==> src/logic/slc_pkg.sv <==
// constants for the switch link configuration and status register bank
package slc_pkg;
  // register indices as printed; byte address is four times the index
  localparam logic [7:0] PLS_IDX = 8'h40; // processor link status, 8 words
  localparam logic [7:0] ELC_IDX = 8'h80; // external link config, 8 words
  localparam logic [7:0] SFC_IDX = 8'hA0; // static forwarding, 8 words
  localparam logic [7:0] IST_IDX = 8'hC0; // interrupt status, w1c
  localparam logic [7:0] IMK_IDX = 8'hC1; // interrupt mask
  // processor link status fields
  localparam int PLS_KIND_LSB = 24; // source kind, 2 bits
  localparam int PLS_DEST_LSB = 16; // destination link, 8 bits
  localparam int PLS_NET_LSB = 4; // network number, 2 bits
  localparam int PLS_JUNK_BIT = 2; // junk packet flag
  localparam int PLS_DBUSY_BIT = 1; // destination side in use
  localparam int PLS_SBUSY_BIT = 0; // source side in use
  // external link config fields
  localparam int ELC_EN_BIT = 31; // link enable
  localparam int ELC_WIDE_BIT = 30; // five wire mode
  localparam int ELC_ERR_BIT = 27; // receive error
  localparam int ELC_ISSUED_BIT = 26; // credit issued to remote
  localparam int ELC_HELD_BIT = 25; // credit held locally
  localparam int ELC_CRST_BIT = 24; // credit reset, write only
  localparam int ELC_RRST_BIT = 23; // receiver reset, write only
  localparam int ELC_SYMGAP_LSB = 11; // symbol gap, 11 bits
  localparam int ELC_TOKGAP_LSB = 0; // token gap, 11 bits
  localparam int GAP_W = 11; // width of both gap counts
  // static forwarding fields
  localparam int SFC_EN_BIT = 31; // forwarding enable
  localparam int SFC_PROC_BIT = 8; // destination processor
  localparam int SFC_CHAN_LSB = 0; // destination channel end, 5 bits
  // reset values
  localparam logic [1:0] NET_RST = 2'h0; // network number
  localparam logic [GAP_W-1:0] GAP_RST = 11'h000; // both gaps
  localparam logic [31:0] ZERO32 = 32'h0000_0000; // reserved bits
  // source kinds
  typedef enum logic [1:0] {SK_SERIAL, SK_PROC, SK_CTRL, SK_UNDEF} slc_kind_t;
endpackage

==> src/logic/slc_regs.sv <==
// apb register bank with link gap pacing, credit flags and static forwarding
`timescale 1ns/10ps
`default_nettype none
////////////////////////////////////////////////////////////////////////////////
// Contract
// - status shows two-bit source kind per link
// - status shows destination link while in use
// - writable network field, resets to zero
// - junk packet flag, read only
// - destination-busy and source-busy flags, read only
// - enable bit turns external link on/off
// - width bit: clear two wires, set five
// - error on overflow or illegal token
// - credit-issued flag, zero after reset
// - credit-held flag, zero after reset
// - credit reset drops credit, sends greeting
// - receiver reset restarts token framing
// - symbol gap at least count plus one
// - token gap at least count plus one
// - static forwarding bypasses routing when enabled
// - static destination processor and channel fields
// - config registers from base control links 0-7
module slc_regs import slc_pkg::*; #(
  parameter int NL = 8 // links per register group
) (
  input wire logic pclk, // system clock
  input wire logic presetn, // async reset, low
  input wire logic psel, // apb select
  input wire logic penable, // apb enable
  input wire logic pwrite, // apb direction
  input wire logic [11:0] paddr, // apb byte address
  input wire logic [31:0] pwdata, // apb write data
  output logic [31:0] prdata, // apb read data
  output logic pready, // apb ready
  output logic pslverr, // apb error on unmapped address
  output logic irq, // level interrupt
  input wire logic [2*NL-1:0] pl_kind, // per processor link source kind
  input wire logic [8*NL-1:0] pl_dest, // per link destination number
  input wire logic [NL-1:0] pl_junk, // packet being discarded
  input wire logic [NL-1:0] pl_dbusy, // destination side busy
  input wire logic [NL-1:0] pl_sbusy, // source side busy
  output logic [2*NL-1:0] pl_net, // network number per link
  input wire logic [NL-1:0] xl_rx_ovf, // receive buffer overflow pulse
  input wire logic [NL-1:0] xl_rx_bad, // illegal token pulse
  input wire logic [NL-1:0] xl_credit_in, // remote granted us credit, pulse
  input wire logic [NL-1:0] xl_credit_out, // we granted remote credit, pulse
  input wire logic [NL-1:0] xl_tx_req, // symbol waiting to send
  input wire logic [NL-1:0] xl_tx_last, // waiting symbol ends a token
  output logic [NL-1:0] xl_tx_go, // send the symbol now, pulse
  output logic [NL-1:0] xl_enable, // link enabled, also pin mux select
  output logic [NL-1:0] xl_wide, // five wire mode
  output logic [NL-1:0] xl_greeting, // send greeting token, pulse
  output logic [NL-1:0] xl_rx_reset, // receiver reset, pulse
  output logic [NL-1:0] sf_enable, // static forwarding, by link letter a..h
  output logic [NL-1:0] sf_proc, // static destination processor
  output logic [5*NL-1:0] sf_chan // static destination channel end
);

  // the register index within a group is three bits wide
  if (NL < 1 || NL > 8) begin : g_nl_check
    $error("slc_regs: NL must be 1..8");
  end

  ////////////////////////////////////////////////////////////////////////////////
  // helpers

  // static register index to link letter: c,d,a,b,g,h,e,f
  function automatic logic [2:0] sf_letter(input logic [2:0] idx);
    sf_letter = idx ^ 3'h2;
  endfunction

  // word decode of a group base
  function automatic logic hit(input logic [7:0] widx, input logic [7:0] base);
    hit = (widx >= base) && (widx < base + 8'(NL));
  endfunction

  ////////////////////////////////////////////////////////////////////////////////
  // bus decode

  logic [7:0] widx; // word index of the access
  logic [2:0] sub; // register within its group
  logic hit_pls, hit_elc, hit_sfc, hit_ist, hit_imk; // group hits
  logic mapped; // address lands on a register
  logic setup_ok; // first access cycle, answer next edge
  logic wr_done; // completing write edge

  assign widx = paddr[9:2];
  assign sub = widx[2:0];
  assign hit_pls = hit(widx, PLS_IDX) && (paddr[11:10] == 2'h0);
  assign hit_elc = hit(widx, ELC_IDX) && (paddr[11:10] == 2'h0);
  assign hit_sfc = hit(widx, SFC_IDX) && (paddr[11:10] == 2'h0);
  assign hit_ist = (widx == IST_IDX) && (paddr[11:10] == 2'h0);
  assign hit_imk = (widx == IMK_IDX) && (paddr[11:10] == 2'h0);
  assign mapped = hit_pls | hit_elc | hit_sfc | hit_ist | hit_imk;
  assign setup_ok = psel & penable & ~pready;
  // no write lands on an unmapped word
  assign wr_done = psel & penable & pready & pwrite & mapped;

  ////////////////////////////////////////////////////////////////////////////////
  // register state

  logic [1:0] net_q [NL]; // network per processor link
  logic [NL-1:0] en_q, wide_q; // enable and width
  logic [NL-1:0] err_q, issued_q, held_q; // link flags
  logic [GAP_W-1:0] sgap_q [NL]; // symbol gap per link
  logic [GAP_W-1:0] tgap_q [NL]; // token gap per link
  logic [GAP_W:0] cnt_q [NL]; // spacing countdown per link
  logic [NL-1:0] sfen_q, sfproc_q; // static enable, processor
  logic [4:0] sfch_q [NL]; // static channel end
  logic [NL-1:0] greet_q, rxrst_q, go_q; // pulse outputs
  logic [2*NL-1:0] ist_q, imk_q; // interrupt status and mask
  logic irq_q; // interrupt output flop
  logic [31:0] rdata_q; // read data flop
  logic ready_q, err_ack_q; // apb answer flops

  // write strobes of the per-link groups
  logic [NL-1:0] wr_pls, wr_elc, wr_sfc; // one-hot by word
  logic [NL-1:0] crst, rrst; // write-only actions

  always_comb begin
    for (int i = 0; i < NL; i++) begin
      wr_pls[i] = wr_done & hit_pls & (sub == 3'(i));
      wr_elc[i] = wr_done & hit_elc & (sub == 3'(i));
      wr_sfc[i] = wr_done & hit_sfc & (sub == 3'(i));
      crst[i] = wr_elc[i] & pwdata[ELC_CRST_BIT];
      rrst[i] = wr_elc[i] & pwdata[ELC_RRST_BIT];
    end
  end

  ////////////////////////////////////////////////////////////////////////////////
  // processor link network fields

  // network field, reset to zero
  always_ff @(posedge pclk or negedge presetn) begin
    if (!presetn) begin
      for (int i = 0; i < NL; i++) net_q[i] <= NET_RST;
    end else begin
      for (int i = 0; i < NL; i++)
        if (wr_pls[i]) net_q[i] <= pwdata[PLS_NET_LSB +: 2];
    end
  end

  ////////////////////////////////////////////////////////////////////////////////
  // external link control and flags

  // enable, width, gaps; disabled after reset
  always_ff @(posedge pclk or negedge presetn) begin
    if (!presetn) begin
      en_q <= '0;
      wide_q <= '0;
      for (int i = 0; i < NL; i++) begin
        sgap_q[i] <= GAP_RST;
        tgap_q[i] <= GAP_RST;
      end
    end else begin
      for (int i = 0; i < NL; i++)
        if (wr_elc[i]) begin
          en_q[i] <= pwdata[ELC_EN_BIT];
          wide_q[i] <= pwdata[ELC_WIDE_BIT];
          sgap_q[i] <= pwdata[ELC_SYMGAP_LSB +: GAP_W];
          tgap_q[i] <= pwdata[ELC_TOKGAP_LSB +: GAP_W];
        end
    end
  end

  // error and credit flags; a disabled link holds no credit
  // the error clears only on a receiver reset so software can see it
  always_ff @(posedge pclk or negedge presetn) begin
    if (!presetn) begin
      err_q <= '0;
      issued_q <= '0;
      held_q <= '0;
    end else begin
      for (int i = 0; i < NL; i++) begin
        // set wins over the receiver reset clear
        if (en_q[i] & (xl_rx_ovf[i] | xl_rx_bad[i])) err_q[i] <= 1'b1;
        else if (rrst[i]) err_q[i] <= 1'b0;
        if (!en_q[i]) issued_q[i] <= 1'b0;
        else if (xl_credit_out[i]) issued_q[i] <= 1'b1;
        // a grant landing with a credit reset wins, as a set beats a clear
        if (!en_q[i]) held_q[i] <= 1'b0;
        else if (xl_credit_in[i]) held_q[i] <= 1'b1;
        else if (crst[i]) held_q[i] <= 1'b0;
      end
    end
  end

  // one-cycle action pulses toward the link logic
  always_ff @(posedge pclk or negedge presetn) begin
    if (!presetn) begin
      greet_q <= '0;
      rxrst_q <= '0;
    end else begin
      greet_q <= crst;
      rxrst_q <= rrst;
    end
  end

  ////////////////////////////////////////////////////////////////////////////////
  // transmit pacing

  // a granted symbol loads gap+1; the next grant waits for zero,
  // so at least gap+1 idle clocks stand between two grants
  logic [NL-1:0] go_d; // grant this cycle
  always_comb begin
    for (int i = 0; i < NL; i++)
      go_d[i] = en_q[i] & held_q[i] & xl_tx_req[i] & ~go_q[i] & (cnt_q[i] == '0);
  end

  // spacing counters and grant pulse
  always_ff @(posedge pclk or negedge presetn) begin
    if (!presetn) begin
      go_q <= '0;
      for (int i = 0; i < NL; i++) cnt_q[i] <= '0;
    end else begin
      go_q <= go_d;
      for (int i = 0; i < NL; i++) begin
        if (go_d[i] & xl_tx_last[i]) cnt_q[i] <= {1'b0, tgap_q[i]} + 1'b1;
        else if (go_d[i]) cnt_q[i] <= {1'b0, sgap_q[i]} + 1'b1;
        else if (cnt_q[i] != '0) cnt_q[i] <= cnt_q[i] - 1'b1;
      end
    end
  end

  ////////////////////////////////////////////////////////////////////////////////
  // static forwarding

  // fields stored by register index, driven out by link letter
  always_ff @(posedge pclk or negedge presetn) begin
    if (!presetn) begin
      sfen_q <= '0;
      sfproc_q <= '0;
      for (int i = 0; i < NL; i++) sfch_q[i] <= 5'h00;
    end else begin
      for (int i = 0; i < NL; i++)
        if (wr_sfc[i]) begin
          sfen_q[i] <= pwdata[SFC_EN_BIT];
          sfproc_q[i] <= pwdata[SFC_PROC_BIT];
          sfch_q[i] <= pwdata[SFC_CHAN_LSB +: 5];
        end
    end
  end

  ////////////////////////////////////////////////////////////////////////////////
  // interrupts: bits 0..NL-1 link error, NL..2NL-1 credit gained

  logic [2*NL-1:0] ev; // event pulses
  logic [2*NL-1:0] ist_clr; // write-one-to-clear
  assign ev = {xl_credit_in & en_q & ~held_q, en_q & (xl_rx_ovf | xl_rx_bad)};
  assign ist_clr = (wr_done & hit_ist) ? pwdata[2*NL-1:0] : '0;

  // sticky status, set wins over clear
  always_ff @(posedge pclk or negedge presetn) begin
    if (!presetn) begin
      ist_q <= '0;
      imk_q <= '0;
      irq_q <= 1'b0;
    end else begin
      ist_q <= (ist_q & ~ist_clr) | ev;
      if (wr_done & hit_imk) imk_q <= pwdata[2*NL-1:0];
      irq_q <= |(((ist_q & ~ist_clr) | ev) & imk_q);
    end
  end

  ////////////////////////////////////////////////////////////////////////////////
  // read mux

  logic [31:0] rd_pls, rd_elc, rd_sfc, rd_d; // read words
  logic [2:0] k; // in-range link index
  // compare as int: a three-bit cast of eight would wrap to zero
  assign k = (int'(sub) < NL) ? sub : 3'h0;

  always_comb begin
    rd_pls = ZERO32;
    rd_pls[PLS_KIND_LSB +: 2] = pl_kind[2*k +: 2];
    // destination reads zero while the link is idle
    if (pl_sbusy[k] | pl_dbusy[k]) rd_pls[PLS_DEST_LSB +: 8] = pl_dest[8*k +: 8];
    rd_pls[PLS_NET_LSB +: 2] = net_q[k];
    rd_pls[PLS_JUNK_BIT] = pl_junk[k];
    rd_pls[PLS_DBUSY_BIT] = pl_dbusy[k];
    rd_pls[PLS_SBUSY_BIT] = pl_sbusy[k];
    rd_elc = ZERO32; // write-only bits read zero
    rd_elc[ELC_EN_BIT] = en_q[k];
    rd_elc[ELC_WIDE_BIT] = wide_q[k];
    rd_elc[ELC_ERR_BIT] = err_q[k];
    rd_elc[ELC_ISSUED_BIT] = issued_q[k];
    rd_elc[ELC_HELD_BIT] = held_q[k];
    rd_elc[ELC_SYMGAP_LSB +: GAP_W] = sgap_q[k];
    rd_elc[ELC_TOKGAP_LSB +: GAP_W] = tgap_q[k];
    rd_sfc = ZERO32;
    rd_sfc[SFC_EN_BIT] = sfen_q[k];
    rd_sfc[SFC_PROC_BIT] = sfproc_q[k];
    rd_sfc[SFC_CHAN_LSB +: 5] = sfch_q[k];
    rd_d = ZERO32;
    if (hit_pls) rd_d = rd_pls;
    else if (hit_elc) rd_d = rd_elc;
    else if (hit_sfc) rd_d = rd_sfc;
    else if (hit_ist) rd_d[2*NL-1:0] = ist_q;
    else if (hit_imk) rd_d[2*NL-1:0] = imk_q;
  end

  // one wait state: ready rises on the second access cycle
  always_ff @(posedge pclk or negedge presetn) begin
    if (!presetn) begin
      ready_q <= 1'b0;
      err_ack_q <= 1'b0;
      rdata_q <= ZERO32;
    end else begin
      ready_q <= setup_ok;
      err_ack_q <= setup_ok & ~mapped;
      if (setup_ok) rdata_q <= pwrite ? ZERO32 : rd_d;
    end
  end

  ////////////////////////////////////////////////////////////////////////////////
  // outputs, all from flops

  assign pready = ready_q;
  assign pslverr = err_ack_q;
  assign prdata = rdata_q;
  assign irq = irq_q;
  assign xl_enable = en_q;
  assign xl_wide = wide_q;
  assign xl_greeting = greet_q;
  assign xl_rx_reset = rxrst_q;
  assign xl_tx_go = go_q;

  // network outputs and the letter-ordered static fields
  always_comb begin
    for (int i = 0; i < NL; i++) pl_net[2*i +: 2] = net_q[i];
    sf_enable = '0;
    sf_proc = '0;
    sf_chan = '0;
    for (int i = 0; i < NL; i++) begin
      if (int'(sf_letter(3'(i))) < NL) begin
        sf_enable[sf_letter(3'(i))] = sfen_q[i];
        sf_proc[sf_letter(3'(i))] = sfproc_q[i];
        sf_chan[5*sf_letter(3'(i)) +: 5] = sfch_q[i];
      end
    end
  end

endmodule
`default_nettype wire

==> config.mk <==
export PLATFORM = sky130hd
export DESIGN_NAME = slc_regs
export DESIGN_NICKNAME = d
export VERILOG_FILES = /design/src/logic/slc_pkg.sv /design/src/logic/slc_regs.sv
export SDC_FILE = /design/constraint.sdc
export NUM_CORES = 1
export LEC_CHECK = 0
export BUFFER_PORTS_ARGS = -buffer_cell sky130_fd_sc_hd__buf_4
export CORE_ASPECT_RATIO = 0.6
export CORE_MARGIN = 2
export CORE_UTILIZATION = 52
export CTS_CLUSTER_DIAMETER = 40
export DETAILED_ROUTE_END_ITERATION = 7
export PLACE_DENSITY_LB_ADDON = 0.05
export SYNTH_ARGS = -nofsm -noshare
export SYNTH_HDL_FRONTEND = slang
export SYNTH_SLANG_ARGS = --single-unit
==> constraint.sdc <==
create_clock -name pclk -period 2.5 [get_ports pclk]
set_input_delay 0.5 -clock pclk [delete_from_list [all_inputs] [get_ports pclk]]
set_output_delay 0.5 -clock pclk [all_outputs]
set_load 0.005 [all_outputs]
---- Yosys cells after proc, flatten, opt, wreduce, memory -nomap -nowiden ----
Cells that the tools add are included.
operators by class
  $add $sub $neg .......................... 24
  multiply operators ...................... 0
  divide/modulo/power cells ............... 0
  $lt $le $gt $ge ......................... 8
  equality and inequality tests ........... 25
  shift operators ......................... 2
  muxes and demuxes ....................... 121
  bitwise gates (word level) .............. 132
  reduce and logical (&&, ||, !) cells .... 43
operator list
  kind                                                    count
  2-to-1 mux 12 bit                                       24
  adder 11 x 1 -> 12 bit (second input constant)          16
  bitwise AND 1 bit                                       99
  zero test 12 bit                                        8
  2-to-1 mux 32 bit                                       3
  nonzero test 12 bit                                     8
  subtractor 12 x 1 -> 12 bit (second input constant)     8
  2-to-1 mux 16 bit                                       5
  binary-select mux 11 bit (select 3 bit)                 2
  2-to-1 mux 1 bit                                        66
  indexed part select 64 x 7 -> 8 bit                     1
  2-to-1 mux 11 bit                                       4
  bitwise AND 16 bit                                      2
  binary-select mux 1 bit (select 3 bit)                  10
  bitwise AND 8 bit                                       3
  inequality test 3 x 2 -> 1 bit (second input constant)  8
  nonzero test 3 bit                                      8
  == test 8 bit (second input constant)                   2
  >= comparator 8 bit (second input constant)             2
  < comparator 8 bit (second input constant)              2
  inequality test 2 bit (second input constant)           8
  inverter 16 bit                                         1
  bitwise OR 16 bit                                       1
  nonzero test 2 bit                                      8
  22 further kinds                                        56
word-level totals
  register bits after elaboration ......... 475
  latch bits .............................. 0
  RAM bits ................................ 0
  bits in read-only memories .............. 0
  input bits .............................. 201
  output and inout port bits .............. 147
  word-level logic and storage cells ...... 460
  memories ................................ 0

---- Longest topological paths before layout ----
  depth in word-level cells ............... 15
  depth in mapped cells ................... 9
  gate-level depth less buffers ........... 9

---- Least setup slack after synthesis ----
Ideal clock, no wire load.
  path type ............................... input -> register
  start ................................... in paddr[5]
  end ..................................... reg sgap_q[50] (netlist bit)
  library setup time ...................... 127 ps
  arrival ................................. 2515 ps
  data required time ...................... 2373 ps
  path slack .............................. -142 ps
  stages .................................. 7
  path buffers ............................ 3
  cell sequence ........................... or4_4 buf_6 or4_4 buf_12 nor2_8 buf_6 mux2_1
between the ends
  word-level cells in the longest chain between the ends .. 10
  elaborated cells on any way between the ends .. 23
  those cells by class .................... order compare (6); eq/ne (2); bitwise (7); reduce/logical (8)
ends and longest elaborated chain
  what                                                  line                            RTL
  from (decl)                                           slc_regs.sv:31                  input wire logic [11:0] paddr,
  >= comparator 8 x 7 -> 1 bit (tied with other cells)  slc_regs.sv:74                  hit = (widx >= base) && (widx < base + 8'(NL));
  logical AND 1 bit                                     slc_regs.sv:74
  logical AND 1 bit (on tied branches)                  slc_regs.sv:89, slc_regs.sv:90
  bitwise OR 1 bit (4 in series)                        slc_regs.sv:94                  assign mapped = hit_pls | hit_elc | hit_sfc | hit_ist | hit_imk;
  bitwise AND 1 bit                                     slc_regs.sv:97                  assign wr_done = psel & penable & pready & pwrite & mapped;
  bitwise AND 1 bit (*) (2 in series)                   slc_regs.sv:123                 wr_elc[i] = wr_done & hit_elc & (sub == 3'(i));
  to (signal, indexed assignment)                       slc_regs.sv:160                 sgap_q[i] <= pwdata[ELC_SYMGAP_LSB +: GAP_W];
  to (decl)                                             slc_regs.sv:105                 logic [GAP_W-1:0] sgap_q [NL];
Every way passes the cells marked *; elsewhere a longest branch is shown, timed or not.
A chain may end at the register's enable or synchronous reset.

---- Final worst setup path ----
  start ................................... reg cnt_q[4] (netlist bit)
  end ..................................... reg cnt_q[0] (netlist bit)
between the ends
  word-level cells in the longest chain between the ends .. 4
  elaborated cells on any way between the ends .. 7
  those cells by class .................... mux (2); bitwise (2); reduce/logical (3)
ends and longest elaborated chain
  what                                                                      line                              RTL
  from (decl)                                                               slc_regs.sv:107                   logic [GAP_W:0] cnt_q [NL];
  from (signal, indexed assignment)                                         slc_regs.sv:218                   if (go_d[i] & xl_tx_last[i]) cnt_q[i] <= {1'b0, tgap_q[i]} + 1'b1;
  from (signal, indexed assignment)                                         slc_regs.sv:219                   else if (go_d[i]) cnt_q[i] <= {1'b0, sgap_q[i]} + 1'b1;
  zero test 12 bit                                                          slc_regs.sv:207                   go_d[i] = en_q[i] & held_q[i] & xl_tx_req[i] & ~go_q[i] & (cnt_q[i] == '0);
  bitwise AND 1 bit                                                         slc_regs.sv:207
  bitwise AND 1 bit or 2-to-1 mux 12 bit (tied branches)                    slc_regs.sv:218, slc_regs.sv:219
  nonzero test 3 bit (no source line) or 2-to-1 mux 12 bit (tied branches)  n/a
Parallel ways exist; a longest one is shown, timed or not.

==> out/metrics.sh <==
RUN_STATUS='completed'
YOSYS.CELL_TYPES.COUNT=78
SYNTH_FF_TYPE='dfrtp_1'
POST_ROUTE_CELLS_DRIVE_ABOVE_1_SHARE=0.352
CRITICAL_PATH.MAX_STAGE_DELAY_NS=0.62
TIMING.FINAL.WS_SETUP_NS=0.131
SYN-INSTANCE-COUNT=2362
CP_DATA_ARRIVAL_TIME_NS=2.84
CTS_TREE='built'
WORSTPATHCELLLIST='or4_1 -> or2_2 -> or3_1 -> nor3_1 -> a211oi_1'
POWER-PER-CELL-AREA_mW_PER_MM2=519
HP-CLASS='in2reg'
IO_BUFFERS=337
FP.COREAREA_SQ_MM=0.0511
ANTENNA_FOUND_INITIAL=2
DIE_HEIGHT_UM=180
CLOCKBUFFERDEPTH=3
ROUTED-VIA-COUNT=22524
MAXCLOCKFREQUENCY_MHz=422
LAYOUT.CELL_AREA.NON_FILLER_SQ_MM=0.0337
FIRSTDRTPASSITERS=6
CRITICAL_PATH.STARTPOINT_TYPE='register'
FINALWORSTPATHREQUIREDPERIOD_NS=2.37
POWER.TOTAL_mW=17.5
YS_ASYNC_SR_FRACTION=1.00
POSTROUTEANTENNANETS=0
CTS.ROOT.BUFFER_CELL='clkbuf_16'
FINALWIRELENGTH_MM=98.8
DIE_X_UM=298
WIRE_LENGTH_OF_THE_FIRST_GLOBAL_ROUTING_PASS_MM=146
TIMING_WORST_SLEW_PIN_VALUE_NS=0.855
CRITICAL_PATH.N_BUFFERS_INVERTERS=0
PLACEDINSTANCEAREA_SQ_MM=0.0317
POST-PLACE-WS_NS=-0.237
LAYOUT.CELLS.MOST_COMMON_LIST='dfrtp_1 (473), buf_4 (466), nand2_1 (154), mux2_2 (138), mux2_4 (131)'
DRT_DRC_VIOLATIONS_LEFT=0
LAYOUT_COMMONEST_CELL='dfrtp_1'
CLOCK_SINK_COUNT=473
IR_WORST_VDD_mV=0.524
DRT_ITER0_DRC=2853
WL_PER_CELL_UM=28.0
PIN_COUNT_OF_THE_BIGGEST_NET_ENTERING_GLOBAL_ROUTING=89
YS_FF_LATCH=473
SYNTH_ENABLE_FLOP_CELLS=0
HTREE_NUM_LEVELS=2
SYNTHTOLAYOUTAREAGROWTH_PCT=24.9
HOLD_VIOL_FINAL=0
CRITPATHTOPFAMILY='simple AND/OR/NAND/NOR gates'
CRIT_SLOWEST_CELL='or4_1'
GP_ROUTABILITY_CONGESTION=0.966
MAX_CAPACITANCE_VIOLATION_COUNT=0
FLOORPLAN.INITIALDENSITY=0.528
CTS_INSERTED_BUFFERS=54
RSZ0062_AT_GRT='no'
I_O_PINS=348
GRT_USAGE=0.364
RESIDUAL_OVERFLOW_FROM_GLOBAL_ROUTING=0
DP_HPWL_MM=75.4
CRIT_FANOUT=7
CLOCK_SKEW_AFTER_LAYOUT_NS=0.0205
POST-ROUTE-PERIOD-UTIL=0.948
TOTAL_OF_WARNINGS_RAISED_BY_YOSYS=0
CLOCK_INSERTION_DELAY_WORST_SKEW_NS=0.60
FINAL_NETS=3014
LEAKAGE_COMPONENT_OF_THE_POWER_nW=15.7
SYNTH_SEQUENTIAL_AREA_RATIO=0.439
NUMBER_OF_GLOBAL_ROUTE_VIAS_BEFORE_REPAIR=22031
DIE_AREA_SQ_MM=0.0538
CLKTRANSATPATHREGS_NS=0.07
NUM_ROWS=64
SETUP_VIOL_COUNT_FINAL=0
POST_SYNTH.CELL_AREA_AVG_SQ_UM=11.4
SLEW_HEADROOM=0.425
WORSTSETUPENDPOINTTYPE='register'
SETUP.WORST_PATH.CLASS='reg2reg'
WORST_EP_REQUIRED_TIME_NS=2.97
MAXSLEWVIOLCOUNT=0
POST_DRT_VIA_CELL_RATIO=6.38
MAPPEDNETLISTAREA_SQ_MM=0.0270
[what timing repair did]
action,4_1_cts,5_1_grt
endpoints found under the hold margin,31,0
gates resized for setup,0,7
setup endpoints to repair,0,9
hold buffers,1,0
buffers inserted,0,2
[worst reg2reg max path, cell delays in order (launching register included)]
cell and delay [ns]:
dfrtp_1 0.43, or4_1 0.62, or2_2 0.34, or3_1 0.49, nor3_1 0.28, a211oi_1 0.08
[metrics by stage]
stage | instances | hold slack (ns) | TNS, ns | utilization
3_3_place_gp | 3423 | 0.427 | -34.71 | 0.621
2_1_floorplan | 2363 | 0.204 | -12.70 | -
3_5_place_dp | 3423 | 0.416 | -38.10 | 0.621
4_1_cts | 3523 | 0.0990 | 0 | 0.659
5_1_grt | 3525 | 0.101 | 0 | 0.660
6_report | 3528 | 0.112 | 0 | 0.660
[synth_stat cells, drive strengths merged, types with 10 or more instances]
cell type,number,area [sq um]
nand2b,15,93.8
mux2,272,3100
and2,19,119
mux2i,90,901
clkbuf,70,263
and3,18,113
nor4,34,238
inv,64,240
xnor2,108,946
o22ai,44,275
or4,16,128
nor3,56,302
nand2,155,582
mux4,101,2270
o21a,19,143
nand4,43,269
a21oi,60,300
a211oi,14,105
nand3,93,470
o31ai,13,97.6
nor2,91,483
and4,16,140
ha,24,300
o21ai,101,505
or3,24,150
o211ai,11,82.6
nand3b,10,75.1
nor2b,18,113
buf,56,392
a21o,15,113
xor2,86,753
dfrtp,473,11800
nand4b,11,96.3
a22o,10,87.6
a31oi,27,169
[worst paths after layout]
path                                  startpoint                       to  slack [ns]  depth (start not counted)
setup / recovery            cnt_q[4]$_DFFE_PN0P_     cnt_q[0]$_DFFE_PN0P_        0.13                          5
hold / removal                  xl_credit_out[2]  issued_q[2]$_DFFE_PN0P_        0.11                          2
setup reg to reg            cnt_q[4]$_DFFE_PN0P_     cnt_q[0]$_DFFE_PN0P_        0.13                          5
hold reg to reg            cnt_q[24]$_DFFE_PN0P_    cnt_q[24]$_DFFE_PN0P_        0.48                          1
max in group asynchronous                presetn   prdata[31]$_DFFE_PN0P_        1.20                          3
min in group asynchronous                presetn  sf_chan[22]$_DFFE_PN0P_        0.39                          2
[registers in the layout, summed over array words and instances (netlist names), 16 cells and up]
signal and count:
ist_q 16, prdata 30, sgap_q 88, cnt_q 96, pl_net 16, sf_chan 40
tgap_q 88, imk_q 16
[cell type report]
| type | instances | area [sq um] |
|---|---|---|
| clock buffers | 66 | 1470 |
| inverters | 65 | 244 |
| flip-flops and latches | 473 | 11800 |
| fillers | 3928 | 17400 |
| clock inverters | 33 | 474 |
| repair buffers | 496 | 4070 |
| well taps | 693 | 867 |
| diodes | 3 | 7.51 |
| multi-input cells | 1699 | 14700 |
[power by group]
group | total (mW) | leakage [nW] | internal (mW) | switching, mW
Combinational | 1.14 | 8.46 | 0.462 | 0.675
Sequential | 7.68 | 6.27 | 7.67 | 0.0160
Clock | 8.68 | 0.928 | 5.10 | 3.58
[per-layer routing]
| layer | track usage | vias to the layer above | share of wire |
|---|---|---|---|
| met2 | 0.493 | 1297 | 0.40 |
| met5 | 0 | - | 0 |
| met1 | 0.559 | 11415 | 0.44 |
| met4 | 0.0756 | 0 | 0.022 |
| li1 | - | 9656 | - |
| met3 | 0.129 | 156 | 0.13 |
[cell families (layout without fill, tap and decap cells)]
family | after synthesis | after routing | share of synthesized area
and+or+nand+nor | 656 | 656 | 0.136
DFF | 473 | 473 | 0.439
xor gates and xnor gates | 194 | 194 | 0.0630
buffers and inverters | 191 | 660 | 0.0333
AOI/OAI and AO/OA | 360 | 360 | 0.0847
muxes | 463 | 463 | 0.233
other | 1 | 5 | 0.000139
adders and majority gates | 24 | 24 | 0.0111
Power figures use the tool's default switching activity.
